**config.mk**
```make
export PLATFORM = sky130hd
export DESIGN_NAME = i2cac_slave
export DESIGN_NICKNAME = d
export VERILOG_FILES = /design/src/rtl/i2cac_pkg.sv /design/src/rtl/i2cac_slave.sv
export SDC_FILE = /design/constraint.sdc
export NUM_CORES = 1
export LEC_CHECK = 0
export ABC_AREA = 0
export ABC_CLOCK_PERIOD_IN_PS = 5600
export BUFFER_PORTS_ARGS = -buffer_cell sky130_fd_sc_hd__buf_2
export CAP_MARGIN = 30
export CELL_PAD_IN_SITES_DETAIL_PLACEMENT = 0
export CELL_PAD_IN_SITES_GLOBAL_PLACEMENT = 1
export CORE_UTILIZATION = 48
export DETAILED_ROUTE_END_ITERATION = 7
export PLACE_DENSITY = 0.86
export RECOVER_POWER = 50
export SETUP_SLACK_MARGIN = 0.5
export SYNTH_ARGS = -nofsm -noshare
export SYNTH_HDL_FRONTEND = slang
export SYNTH_SLANG_ARGS = --single-unit
export TNS_END_PERCENT = 1
```
**constraint.sdc**
```tcl
create_clock -name i_ref_clk -period 5.6 [get_ports i_ref_clk]
set_clock_uncertainty 0.1 [all_clocks]
set_input_delay 0.28 -clock i_ref_clk [delete_from_list [all_inputs] [get_ports i_ref_clk]]
set_output_delay 0.28 -clock i_ref_clk [all_outputs]
set_load 0.01 [all_outputs]
```
**src/rtl/i2cac_pkg.sv**
```systemverilog
// Purpose: Shared constants for the two-wire audio control slave
// Assumes: 10 MHz reference clock
// Notes:   Byte routing codes sit in the top two data bits
package i2cac_pkg;
  localparam int          I2CAC_CLK_HZ       = 10_000_000;
  localparam int          I2CAC_SCL_MAX_HZ   = 400_000;
  localparam int          I2CAC_SYNC_STAGES  = 3;
  localparam logic [6:0]  I2CAC_ADDR_HI      = 7'h7C >> 1;
  localparam logic [5:0]  I2CAC_ADDR_TOP     = 6'h3E;
  localparam logic [1:0]  I2CAC_SEL_MONO     = 2'h0;
  localparam logic [1:0]  I2CAC_SEL_LEFT     = 2'h1;
  localparam logic [1:0]  I2CAC_SEL_RIGHT    = 2'h2;
  localparam logic [1:0]  I2CAC_SEL_MODE     = 2'h3;
  localparam int          I2CAC_BIT_3D       = 5;
  localparam int          I2CAC_BIT_WAKE     = 5;
  localparam logic [4:0]  I2CAC_VOL_RST      = 5'h00;
  localparam logic [3:0]  I2CAC_MODE_RST     = 4'h0;
  localparam logic [3:0]  I2CAC_BITCNT_LAST  = 4'h7;
  typedef enum logic [2:0] {
    I2CAC_IDLE, I2CAC_ADDR, I2CAC_AACK, I2CAC_DATA, I2CAC_DACK, I2CAC_IGNORE
  } i2cac_state_t;
endpackage : i2cac_pkg

```
**src/rtl/i2cac_slave.sv**
```systemverilog
// Purpose: Write-only two-wire slave that sets amplifier control fields
// Assumes: SCL and SDA are asynchronous pins, sampled by i_ref_clk
// Notes:   SCL at or under 400 kHz gives at least 12 samples per half period
`timescale 1ns/1ns
module i2cac_slave (
  // Clock and reset
  input  wire logic       i_ref_clk,
  input  wire logic       i_rst,
  // Two-wire bus and strap
  input  wire logic       i_scl,
  input  wire logic       i_sda,
  output logic            o_sda,
  output logic            o_sda_oe,
  input  wire logic       i_addr_sel,
  // Control fields
  output logic [4:0]      o_mono_volume,
  output logic [4:0]      o_left_volume,
  output logic [4:0]      o_right_volume,
  output logic            o_speaker_3d_enable,
  output logic            o_headphone_3d_enable,
  output logic            o_wakeup_speed_bit,
  output logic [3:0]      o_output_mode_code,
  output logic            o_output_mode_reserved
);
  import i2cac_pkg::*;

  logic [2:0]   scl_sync;
  logic [2:0]   sda_sync;
  logic         scl;
  logic         sda;
  logic         scl_q;
  logic         sda_q;
  logic [2:0]   strap_sync;
  logic         strap;
  i2cac_state_t state;
  logic [3:0]   bitcnt;
  logic [7:0]   shreg;
  logic         ack_seen_high;
  logic [7:0]   rx_byte;
  logic         byte_done;
  logic         addr_match_q;

  // Three-stage synchronisers; a level counts once stages 2 and 3 agree
  always_ff @(posedge i_ref_clk) begin
    if (i_rst) begin
      scl_sync   <= 3'h7;
      sda_sync   <= 3'h7;
      strap_sync <= 3'h0;
    end else begin
      scl_sync   <= {scl_sync[1:0], i_scl};
      sda_sync   <= {sda_sync[1:0], i_sda};
      strap_sync <= {strap_sync[1:0], i_addr_sel};
    end
  end

  always_ff @(posedge i_ref_clk) begin
    if (i_rst) begin
      scl   <= 1'b1;
      sda   <= 1'b1;
      scl_q <= 1'b1;
      sda_q <= 1'b1;
      strap <= 1'b0;
    end else begin
      if (scl_sync[1] == scl_sync[2]) scl <= scl_sync[2];
      if (sda_sync[1] == sda_sync[2]) sda <= sda_sync[2];
      scl_q <= scl;
      sda_q <= sda;
      if (strap_sync[1] == strap_sync[2]) strap <= strap_sync[2];
    end
  end

  logic scl_rise;
  logic scl_fall;
  logic start_cond;
  logic stop_cond;
  assign scl_rise   = scl & ~scl_q;
  // Fall taken as the filter agrees, one clock early, so ack edges land
  // while the pin is still low even with a short low phase
  assign scl_fall   = scl & (scl_sync[1] == scl_sync[2]) & ~scl_sync[2];
  assign start_cond = scl & scl_q & sda_q & ~sda;
  assign stop_cond  = scl & scl_q & ~sda_q & sda;

  logic [7:0] next_shreg;
  logic       addr_match;
  assign next_shreg = {shreg[6:0], sda};
  assign addr_match = (next_shreg[7:2] == I2CAC_ADDR_TOP) &&
                      (next_shreg[1] == strap) && !next_shreg[0];

  // Bus sequencer; start and stop override any bit state
  always_ff @(posedge i_ref_clk) begin
    if (i_rst) begin
      state    <= I2CAC_IDLE;
      bitcnt   <= 4'h0;
      shreg    <= 8'h00;
      o_sda_oe <= 1'b0;
      rx_byte  <= 8'h00;
      byte_done <= 1'b0;
    end else begin
      byte_done <= 1'b0;
      if (start_cond) begin
        state    <= I2CAC_ADDR;
        bitcnt   <= 4'h0;
        o_sda_oe <= 1'b0;
      end else if (stop_cond) begin
        state    <= I2CAC_IDLE;
        o_sda_oe <= 1'b0;
      end else begin
        unique case (state)
          I2CAC_IDLE, I2CAC_IGNORE: o_sda_oe <= 1'b0;
          I2CAC_ADDR, I2CAC_DATA: begin
            if (scl_rise) begin
              shreg  <= next_shreg;
              bitcnt <= bitcnt + 4'h1;
            end
            // Drive ack only after the 8th bit's falling edge
            if (scl_fall && bitcnt == I2CAC_BITCNT_LAST + 4'h1) begin
              bitcnt <= 4'h0;
              if (state == I2CAC_DATA) begin
                state    <= I2CAC_DACK;
                o_sda_oe <= 1'b1;
                rx_byte  <= shreg;
                byte_done <= 1'b1;
              end else if (addr_match_q) begin
                state    <= I2CAC_AACK;
                o_sda_oe <= 1'b1;
              end else begin
                state <= I2CAC_IGNORE;
              end
            end
          end
          I2CAC_AACK, I2CAC_DACK: begin
            // Release after the falling edge ending the ack pulse
            if (scl_fall && ack_seen_high) begin
              o_sda_oe <= 1'b0;
              state    <= I2CAC_DATA;
            end
          end
          default: state <= I2CAC_IDLE;
        endcase
      end
    end
  end

  always_ff @(posedge i_ref_clk) begin
    if (i_rst) begin
      addr_match_q <= 1'b0;
    end else if (scl_rise && state == I2CAC_ADDR) begin
      addr_match_q <= addr_match;
    end
  end

  always_ff @(posedge i_ref_clk) begin
    if (i_rst) begin
      ack_seen_high <= 1'b0;
    end else if (state != I2CAC_AACK && state != I2CAC_DACK) begin
      ack_seen_high <= 1'b0;
    end else if (scl_rise) begin
      ack_seen_high <= 1'b1;
    end
  end

  // Open-drain: data output is always low, only the enable moves
  always_ff @(posedge i_ref_clk) begin
    o_sda <= 1'b0;
  end

  // Field update, one cycle after the byte lands
  always_ff @(posedge i_ref_clk) begin
    if (i_rst) begin
      o_mono_volume         <= I2CAC_VOL_RST;
      o_left_volume         <= I2CAC_VOL_RST;
      o_right_volume        <= I2CAC_VOL_RST;
      o_speaker_3d_enable   <= 1'b0;
      o_headphone_3d_enable <= 1'b0;
      o_wakeup_speed_bit    <= 1'b0;
      o_output_mode_code    <= I2CAC_MODE_RST;
    end else if (byte_done) begin
      unique case (rx_byte[7:6])
        I2CAC_SEL_MONO: o_mono_volume <= rx_byte[4:0];
        I2CAC_SEL_LEFT: begin
          o_left_volume       <= rx_byte[4:0];
          o_speaker_3d_enable <= rx_byte[I2CAC_BIT_3D];
        end
        I2CAC_SEL_RIGHT: begin
          o_right_volume        <= rx_byte[4:0];
          o_headphone_3d_enable <= rx_byte[I2CAC_BIT_3D];
        end
        I2CAC_SEL_MODE: begin
          o_wakeup_speed_bit <= rx_byte[I2CAC_BIT_WAKE];
          o_output_mode_code <= rx_byte[3:0];
        end
      endcase
    end
  end

  // Reserved mode codes flag for the analog side
  always_ff @(posedge i_ref_clk) begin
    if (i_rst) begin
      o_output_mode_reserved <= 1'b0;
    end else begin
      unique case (o_output_mode_code)
        4'h1, 4'h5, 4'h6, 4'hA, 4'hB, 4'hF: o_output_mode_reserved <= 1'b1;
        default: o_output_mode_reserved <= 1'b0;
      endcase
    end
  end

  // Checks
  property p_sda_low_only;
    @(posedge i_ref_clk) disable iff (i_rst) o_sda == 1'b0;
  endproperty
  a_sda_low_only: assert property (p_sda_low_only)
    else $error("slave drove data line high");

  property p_no_drive_idle;
    @(posedge i_ref_clk) disable iff (i_rst)
      (state == I2CAC_IDLE || state == I2CAC_IGNORE) |=> !o_sda_oe ||
      $past(start_cond);
  endproperty
  a_no_drive_idle: assert property (p_no_drive_idle)
    else $error("data line driven outside a matched transfer");

  property p_stop_idle;
    @(posedge i_ref_clk) disable iff (i_rst)
      stop_cond && !start_cond |=> state == I2CAC_IDLE && !o_sda_oe;
  endproperty
  a_stop_idle: assert property (p_stop_idle)
    else $error("stop did not return to idle");

  property p_start_addr;
    @(posedge i_ref_clk) disable iff (i_rst)
      start_cond |=> state == I2CAC_ADDR && bitcnt == 4'h0;
  endproperty
  a_start_addr: assert property (p_start_addr)
    else $error("start did not begin address phase");

  property p_ack_hold;
    @(posedge i_ref_clk) disable iff (i_rst)
      (state == I2CAC_AACK || state == I2CAC_DACK) && scl && !start_cond
      && !stop_cond |-> o_sda_oe;
  endproperty
  a_ack_hold: assert property (p_ack_hold)
    else $error("acknowledge released while clock high");

  property p_data_ack;
    @(posedge i_ref_clk) disable iff (i_rst)
      byte_done |-> state == I2CAC_DACK && o_sda_oe;
  endproperty
  a_data_ack: assert property (p_data_ack)
    else $error("data byte not acknowledged");

  property p_mono_write;
    @(posedge i_ref_clk) disable iff (i_rst)
      byte_done && rx_byte[7:6] == I2CAC_SEL_MONO |=>
      o_mono_volume == $past(rx_byte[4:0]);
  endproperty
  a_mono_write: assert property (p_mono_write)
    else $error("mono volume not updated");

  property p_left_write;
    @(posedge i_ref_clk) disable iff (i_rst)
      byte_done && rx_byte[7:6] == I2CAC_SEL_LEFT |=>
      o_left_volume == $past(rx_byte[4:0]) &&
      o_speaker_3d_enable == $past(rx_byte[5]);
  endproperty
  a_left_write: assert property (p_left_write)
    else $error("left volume or speaker 3D not updated");

  property p_mode_write;
    @(posedge i_ref_clk) disable iff (i_rst)
      byte_done && rx_byte[7:6] == I2CAC_SEL_MODE |=>
      o_output_mode_code == $past(rx_byte[3:0]) &&
      o_wakeup_speed_bit == $past(rx_byte[5]);
  endproperty
  a_mode_write: assert property (p_mode_write)
    else $error("mode control not updated");

  property p_ignore_stable;
    @(posedge i_ref_clk) disable iff (i_rst)
      state == I2CAC_IGNORE |=> $stable(o_left_volume) &&
      $stable(o_right_volume);
  endproperty
  a_ignore_stable: assert property (p_ignore_stable)
    else $error("register changed after address mismatch");

  c_addr_ack: cover property (@(posedge i_ref_clk) state == I2CAC_AACK);
  c_ignore: cover property (@(posedge i_ref_clk) state == I2CAC_IGNORE);
  c_two_bytes: cover property (@(posedge i_ref_clk)
    byte_done ##[1:400] byte_done);
endmodule : i2cac_slave

```
==> results of run 1 <==
## metal layers
metal	track usage (%)	vias up
met5	0	-
met4	9.808	0
met3	3.713	11
met2	29.18	35
met1	23.94	932
li1	-	998
## layout make-up
class	instances	area, sq um	share of cell area [%]
Sequential cell	64	1281	43.57
Multi-Input combinational cell	192	1257	42.77
Clock buffer	11	141.4	4.809
Timing Repair Buffer	28	108.9	3.702
Tap cell	70	87.58	2.979
Clock inverter	4	45.04	1.532
Inverter	5	18.77	0.6383
## power groups by stage
stage / combinational [uW] / clock [uW] / sequential [uW]
6_report: 15.4 / 376 / 461
5_1_grt: 17.4 / 404 / 461
4_1_cts: 15.5 / 384 / 461
3_5_place_dp: 15.5 / 0 / 471
3_3_place_gp: 15.4 / 0 / 471
2_1_floorplan: 12.7 / 0 / 470
## kinds of logic (layout without fill, tap and decap cells)
group / after synthesis / in the layout
flops: 64 / 64
buf+inv: 18 / 48
simple gates: 108 / 108
fa+ha+maj: 2 / 2
mux: 30 / 30
compound gates: 46 / 46
xor+xnor: 5 / 5
other cells: 1 / 1
## sequential cells by signal (all words and copies together), names as in the netlist, 3 cells and up
name and cells:
bitcnt 4, o_left_volume 5, o_mono_volume 5, o_output_mode_code 4, o_right_volume 5, rx_byte 8, scl_sync 3, sda_sync 3
shreg 8, state 3, strap_sync 3
## final timing paths
path	cells past startpoint	end	slack, ns
min	2	sda_sync[0]	0.03
max reg2reg	4	rx_byte[3]	3.53
min reg2reg	1	scl_sync[1]	0.31
max	4	bitcnt[0]	2.93
## metrics by stage
step / instance area [sq um] / utilization, %
finish: 2940 / 56.49
global route: 2940 / 56.49
CTS: 2972 / 57.09
detailed placement: 2785 / 53.51
global placement: 2785 / 53.51
floorplan: 2640 / -
## cells in the final DEF, fill, tap and decap left out, types with 2 or more instances in the layout
cell,netlist,layout
and2_2,2,2
nor2b_1,6,6
a21oi_1,18,18
and4bb_2,2,2
nand3_1,3,3
nor3_1,3,3
nand4_1,2,2
ha_1,2,2
clkbuf_8,3,10
inv_1,5,5
and2b_1,2,2
nor2_1,39,39
nand3b_1,5,5
clkbuf_1,8,26
xnor2_1,4,4
o21ai_0,13,13
buf_2,0,3
or4b_2,2,2
a21boi_0,2,2
or3_1,2,2
a211oi_1,2,2
clkinv_2,0,3
or2_2,7,7
nand2b_1,2,2
a2bb2oi_1,2,2
dfxtp_1,64,64
o21a_1,3,3
mux2i_1,30,30
nand2_1,20,20
## worst max-delay path, cell delays in order
cell and delay, ns:
clkbuf_1 1.54, inv_1 0.44, o21ai_0 0.39, nor2_1 0.10
==> flow_metrics.env, run 1 <==
export IMPL_endpoint_kind="flip-flop"
export IMPL_synth_top_area_cell="dfxtp_1"
export IMPL_finalSetupViolations=0
export IMPL_synth_cell_type_count=48
export IMPL_core_area_sq_um=5205
export IMPL_synth_top_family_by_area="simple AND/OR/NAND/NOR gates"
export IMPL_status="complete, but fails checks"
export IMPL_hold_violations=0
export IMPL_fin_ws_ns=2.932
export IMPL_p_sw_share_pct=20.57
export IMPL_synth_nets=281
export IMPL_post_cts_buffers=0
export IMPL_wl_met3_um=173
export IMPL_vias=1976
export IMPL_synth_ff_type="dfxtp_1"
export IMPL_critPathKind="input port to flip-flop"
export IMPL_async_flop_share_pct=0
export IMPL_avgViaCountPerCell=5.283
export IMPL_cts_resized=0
export IMPL_preCtsSetupSlack_ns=3.614
export IMPL_root_buffer="clkbuf_8"
export IMPL_core_rowCount=26
export IMPL_cts_inserted_buffers=9
export IMPL_startpoint_type="input port"
export IMPL_io_pins=30
export IMPL_hp_start="i_sda"
export IMPL_dr_max_layer_used="met4"
export IMPL_start_util_pct=50.72
export IMPL_finalMaxSlewViolations=56
export IMPL_slew_headroom_pct=-47.40
export IMPL_cts_tree="yes"
export IMPL_seq_power_share_pct=54.1
export IMPL_grt_overflow=0
export IMPL_p_per_area_nw_per_um2=289.9
export IMPL_finalCriticalPeriod_ns=2.668
export IMPL_peakVddDrop_mv=0.1821
export IMPL_syn_to_final_growth_pct=11.37
export IMPL_violations="max-capacitance violations, max-slew violations"
export IMPL_antenna_found_initial=0
export IMPL_p_leak_uw=0.001224
export IMPL_cts_hold_buf=0
export IMPL_synth_simple_area_share_pct=22.56
export IMPL_drive_gt1_share_pct=12.17
export IMPL_whs_ns=0.03335
export IMPL_gp_congestion=0.7950
export IMPL_antenna_diode_count=0
export IMPL_grt_pass1_vias=1793
export IMPL_drtIter0Drc=100
export IMPL_synth_mux_area_share_pct=11.37
export IMPL_syn_avg_cell_area_sq_um=9.635
export IMPL_maxCapViolCount=1
export IMPL_worstReg2RegStart="scl"
export IMPL_pwr_share_comb_pct=1.8
export IMPL_drtPass1Iterations=4
export IMPL_fillers=496
export IMPL_buffer_ports_inserted=28
export IMPL_yosys_top_cells_area="dfxtp_1 (49%), mux2i_1 (11%), nor2_1 (5.5%)"
export IMPL_clock_latency_ns=0.33
export IMPL_synth_sequential_area_ratio_pct=48.53
export IMPL_routed_wl_mm=5.067
export IMPL_drc=0
export IMPL_cp_startpoint="i_rst"
export IMPL_setup_tns_final_ns=0
export IMPL_arrival_ns=2.76
export IMPL_finalPower_uw=852.3
export IMPL_switchingPower_uw=175.3
export IMPL_syn_inst=274
export IMPL_clock_sinks=64
export IMPL_synth_top_area_share_pct=48.53
export IMPL_max_slew_worst_pin_slew_ns=2.211
export IMPL_grt_max_degree=56
export IMPL_finalCritPeriodShare_pct=47.65
export IMPL_rsz0062_at_grt="no"
export IMPL_stdcell_count=374
export IMPL_place_inst=359
export IMPL_met1_length_mm=2.616
export IMPL_synth_compound_area_share_pct=10.95
export IMPL_dp_hpwl_mm=3.406
export IMPL_yosys_area_share_adder_pct=0.9479
export IMPL_die_h_um=76.16
export IMPL_fmax_mhz=374.7
export IMPL_syn_cell_area_sq_um=2640
export IMPL_wl_per_cell_um=13.55
export IMPL_final_nets=307
export IMPL_dieArea_sq_um=5800
export IMPL_clockBufferDepth=2
export IMPL_synth_seq_cells=64
export IMPL_clk_pin_slew_ns=0.06
export IMPL_grt_pass1_wl_mm=8.452
export IMPL_power_internal_uw=677.0
export IMPL_synthXorXnorAreaFrac_pct=1.659
export IMPL_track_usage_pct=18.51
export IMPL_hold_class="input port to flip-flop"
export IMPL_p_clk_share_pct=44.1
export IMPL_htreeDepth=3
export IMPL_ant_nets=0
export IMPL_synth_edf_count=0
export IMPL_met2WireLength_mm=2.171
export IMPL_synth_most_common_cell="dfxtp_1"
export IMPL_cp_data_required_time_ns=5.70
export IMPL_synth_commonest_cells="dfxtp_1 (64), nor2_1 (39), mux2i_1 (30), nand2_1 (20), a21oi_1 (18)"
export IMPL_fp_dieW_um=76.16
export IMPL_yosys_warnings=0
export IMPL_cp_max_fo=55
(Power assumes the default switching activity.)
==> run 2: changes to the inputs <==
--- a/config.mk
+++ b/config.mk
@@ -6,14 +6,14 @@
 export NUM_CORES = 1
 export LEC_CHECK = 0
 export ABC_AREA = 0
-export ABC_CLOCK_PERIOD_IN_PS = 5600
+export ABC_CLOCK_PERIOD_IN_PS = 2450
 export BUFFER_PORTS_ARGS = -buffer_cell sky130_fd_sc_hd__buf_2
 export CAP_MARGIN = 30
 export CELL_PAD_IN_SITES_DETAIL_PLACEMENT = 0
 export CELL_PAD_IN_SITES_GLOBAL_PLACEMENT = 1
-export CORE_UTILIZATION = 48
+export CORE_UTILIZATION = 40
 export DETAILED_ROUTE_END_ITERATION = 7
-export PLACE_DENSITY = 0.86
+export PLACE_DENSITY = 0.76
 export RECOVER_POWER = 50
 export SETUP_SLACK_MARGIN = 0.5
 export SYNTH_ARGS = -nofsm -noshare
==> constraint.sdc (replaced) <==
create_clock -name i_ref_clk -period 2.45 [get_ports i_ref_clk]
set_clock_uncertainty 0.1 [all_clocks]
set_input_delay 0.1225 -clock i_ref_clk [delete_from_list [all_inputs] [get_ports i_ref_clk]]
set_output_delay 0.1225 -clock i_ref_clk [all_outputs]
set_load 0.01 [all_outputs]
==> run 2 against run 1 <==
  * The run still ends with max-capacitance violations, max-slew violations left
  * Hold slack improved by 0.15 ns
  * Routed wire length increased by 1.6%
  * Flip-flop and latch count unchanged
  * Clock power increased to 2.6 times the previous value
  * Global-route usage decreased by 2.4 points
  * Register-to-register slack got worse by 3.0 ns
  * Sequential share of layout area decreased by 1.6 points
  * Non-clock buffer count increased by 8
  * Sequential power increased by 130%
  * Final cell count increased by 4.3%
  * Worst setup slack got worse by 2.5 ns
  * Critical endpoint is now o_output_mode_code[2]
==> flow_metrics.env, run 2 (synthesis results as in run 1) <==
export IMPL_postPlaceCellArea_sq_um=2801
export IMPL_vias=1938
export IMPL_cp_max_fo=44
export IMPL_status="complete, but fails checks"
export IMPL_arrival_ns=2.05
export IMPL_clockBufferDepth=2
export IMPL_final_nets=315
export IMPL_finalSetupViolations=0
export IMPL_grt_overflow=0
export IMPL_rsz0062_at_grt="yes"
export IMPL_critPathKind="input port to flip-flop"
export IMPL_p_per_area_nw_per_um2=681.3
export IMPL_antenna_found_initial=0
export IMPL_p_leak_uw=0.001271
export IMPL_start_util_pct=41.58
export IMPL_clk_pin_slew_ns=0.08
export IMPL_worstReg2RegStart="scl"
export IMPL_drtPass1Iterations=4
export IMPL_drtIter0Drc=67
export IMPL_fmax_mhz=497.1
export IMPL_finalPower_uw=2088
export IMPL_hold_path_end="bitcnt[1]"
export IMPL_drive_gt1_share_pct=15.34
export IMPL_finalMaxSlewViolations=45
export IMPL_ant_nets=0
export IMPL_wl_per_cell_um=13.20
export IMPL_core_rowCount=29
export IMPL_root_buffer="clkbuf_8"
export IMPL_slew_headroom_pct=-27.01
export IMPL_clock_sinks=64
export IMPL_stdcell_count=390
export IMPL_hp_start="i_rst"
export IMPL_hold_violations=0
export IMPL_r2r_cells=6
export IMPL_syn_to_final_growth_pct=16.07
export IMPL_cts_inserted_buffers=9
export IMPL_gp_congestion=0.8010
export IMPL_buffer_ports_inserted=28
export IMPL_track_usage_pct=16.12
export IMPL_finalCritPeriodShare_pct=82.11
export IMPL_antenna_diode_count=0
export IMPL_core_area_sq_um=6350
export IMPL_maxCapViolCount=1
export IMPL_endpoint_kind="flip-flop"
export IMPL_final_common_cell="dfxtp_1"
export IMPL_stdcell_area_sq_um=3064
export IMPL_violations="max-capacitance violations, max-slew violations"
export IMPL_mostFrequentLayoutCells="dfxtp_1 (60), nor2_1 (39), mux2i_1 (30)"
export IMPL_preCtsSetupSlack_ns=0.4723
export IMPL_drc=0
export IMPL_r2r_slack_ns=0.53
export IMPL_avgViaCountPerCell=4.969
export IMPL_fillers=599
export IMPL_clock_latency_ns=0.34
export IMPL_max_slew_worst_pin_slew_ns=1.905
export IMPL_dp_hpwl_mm=3.296
export IMPL_finalCriticalPeriod_ns=2.012
export IMPL_whs_path_depth=2
export IMPL_grt_max_degree=45
export IMPL_htreeDepth=3
export IMPL_dieArea_sq_um=6929
export IMPL_grt_pass1_wl_mm=8.769
export IMPL_die_h_um=83.24
export IMPL_grt_pass1_vias=1813
export IMPL_largestRegisters="rx_byte: 8 flops, shreg: 8 flops"
export IMPL_cp_data_required_time_ns=2.49
export IMPL_hold_class="input port to flip-flop"
export IMPL_routed_wl_mm=5.149
export IMPL_place_inst=367
export IMPL_fin_ws_ns=0.4384
export IMPL_setup_tns_final_ns=0
export IMPL_cts_tree="yes"
export IMPL_r2r_end="state[0]"
export IMPL_io_pins=30
export IMPL_startpoint_type="input port"
export IMPL_fp_dieW_um=83.24
export IMPL_peakVddDrop_mv=0.4334
==> run 2: metrics by stage <==
stage	util [%]	hold WS, ns
after global routing	48.26	0.2147
after detailed placement	44.12	0.2096
final	48.26	0.1837
after CTS	48.16	0.006151
after floorplan	-	0.1263
after global placement	44.12	0.2059
==> run 2: worst max path at each step <==
stage | startpoint | endpoint
after floorplan | bitcnt[0] | state[0]
after global placement | state[2] | state[0]
after detailed placement | scl | rx_byte[3]
after CTS | bitcnt[0] | state[0]
after global routing | i_rst | o_right_volume[4]
final | i_rst | o_output_mode_code[2]
==> run 2: critical path, cell delays in order <==
cell and delay, ns:
clkbuf_1 0.37, clkbuf_1 1.42, nor2_1 0.13
==> run 2: power by group <==
| part | internal, uW | switching (uW) |
|---|---|---|
| logic | 15.8 | 23.8 |
| registers | 1050 | 5.47 |
| clock network | 574 | 421 |
==> run 2: final cells by class <==
cell class	instances	area (sq um)	share of cell area [%]
Timing Repair Buffer	36	172.7	5.635
Sequential cell	64	1286	41.98
Inverter	5	18.77	0.6125
Tap cell	77	96.34	3.144
Clock buffer	9	123.9	4.042
Multi-Input combinational cell	192	1271	41.49
Clock inverter	7	95.09	3.103
==> run 2: per-layer routing <==
metal	GRT usage, %	vias up	wire length (um)
met5	0	-	0
met4	8.464	0	78
met3	3.976	7	141
met2	22.95	27	2138
met1	22.42	892	2791
li1	-	1012	-
==> run 2: timing repair <==
action,CTS,global route
setup endpoints to repair,11,12
hold buffers,3,0
gates resized for setup,0,9
buffers inserted,1,3
hold endpoints to repair,3,0
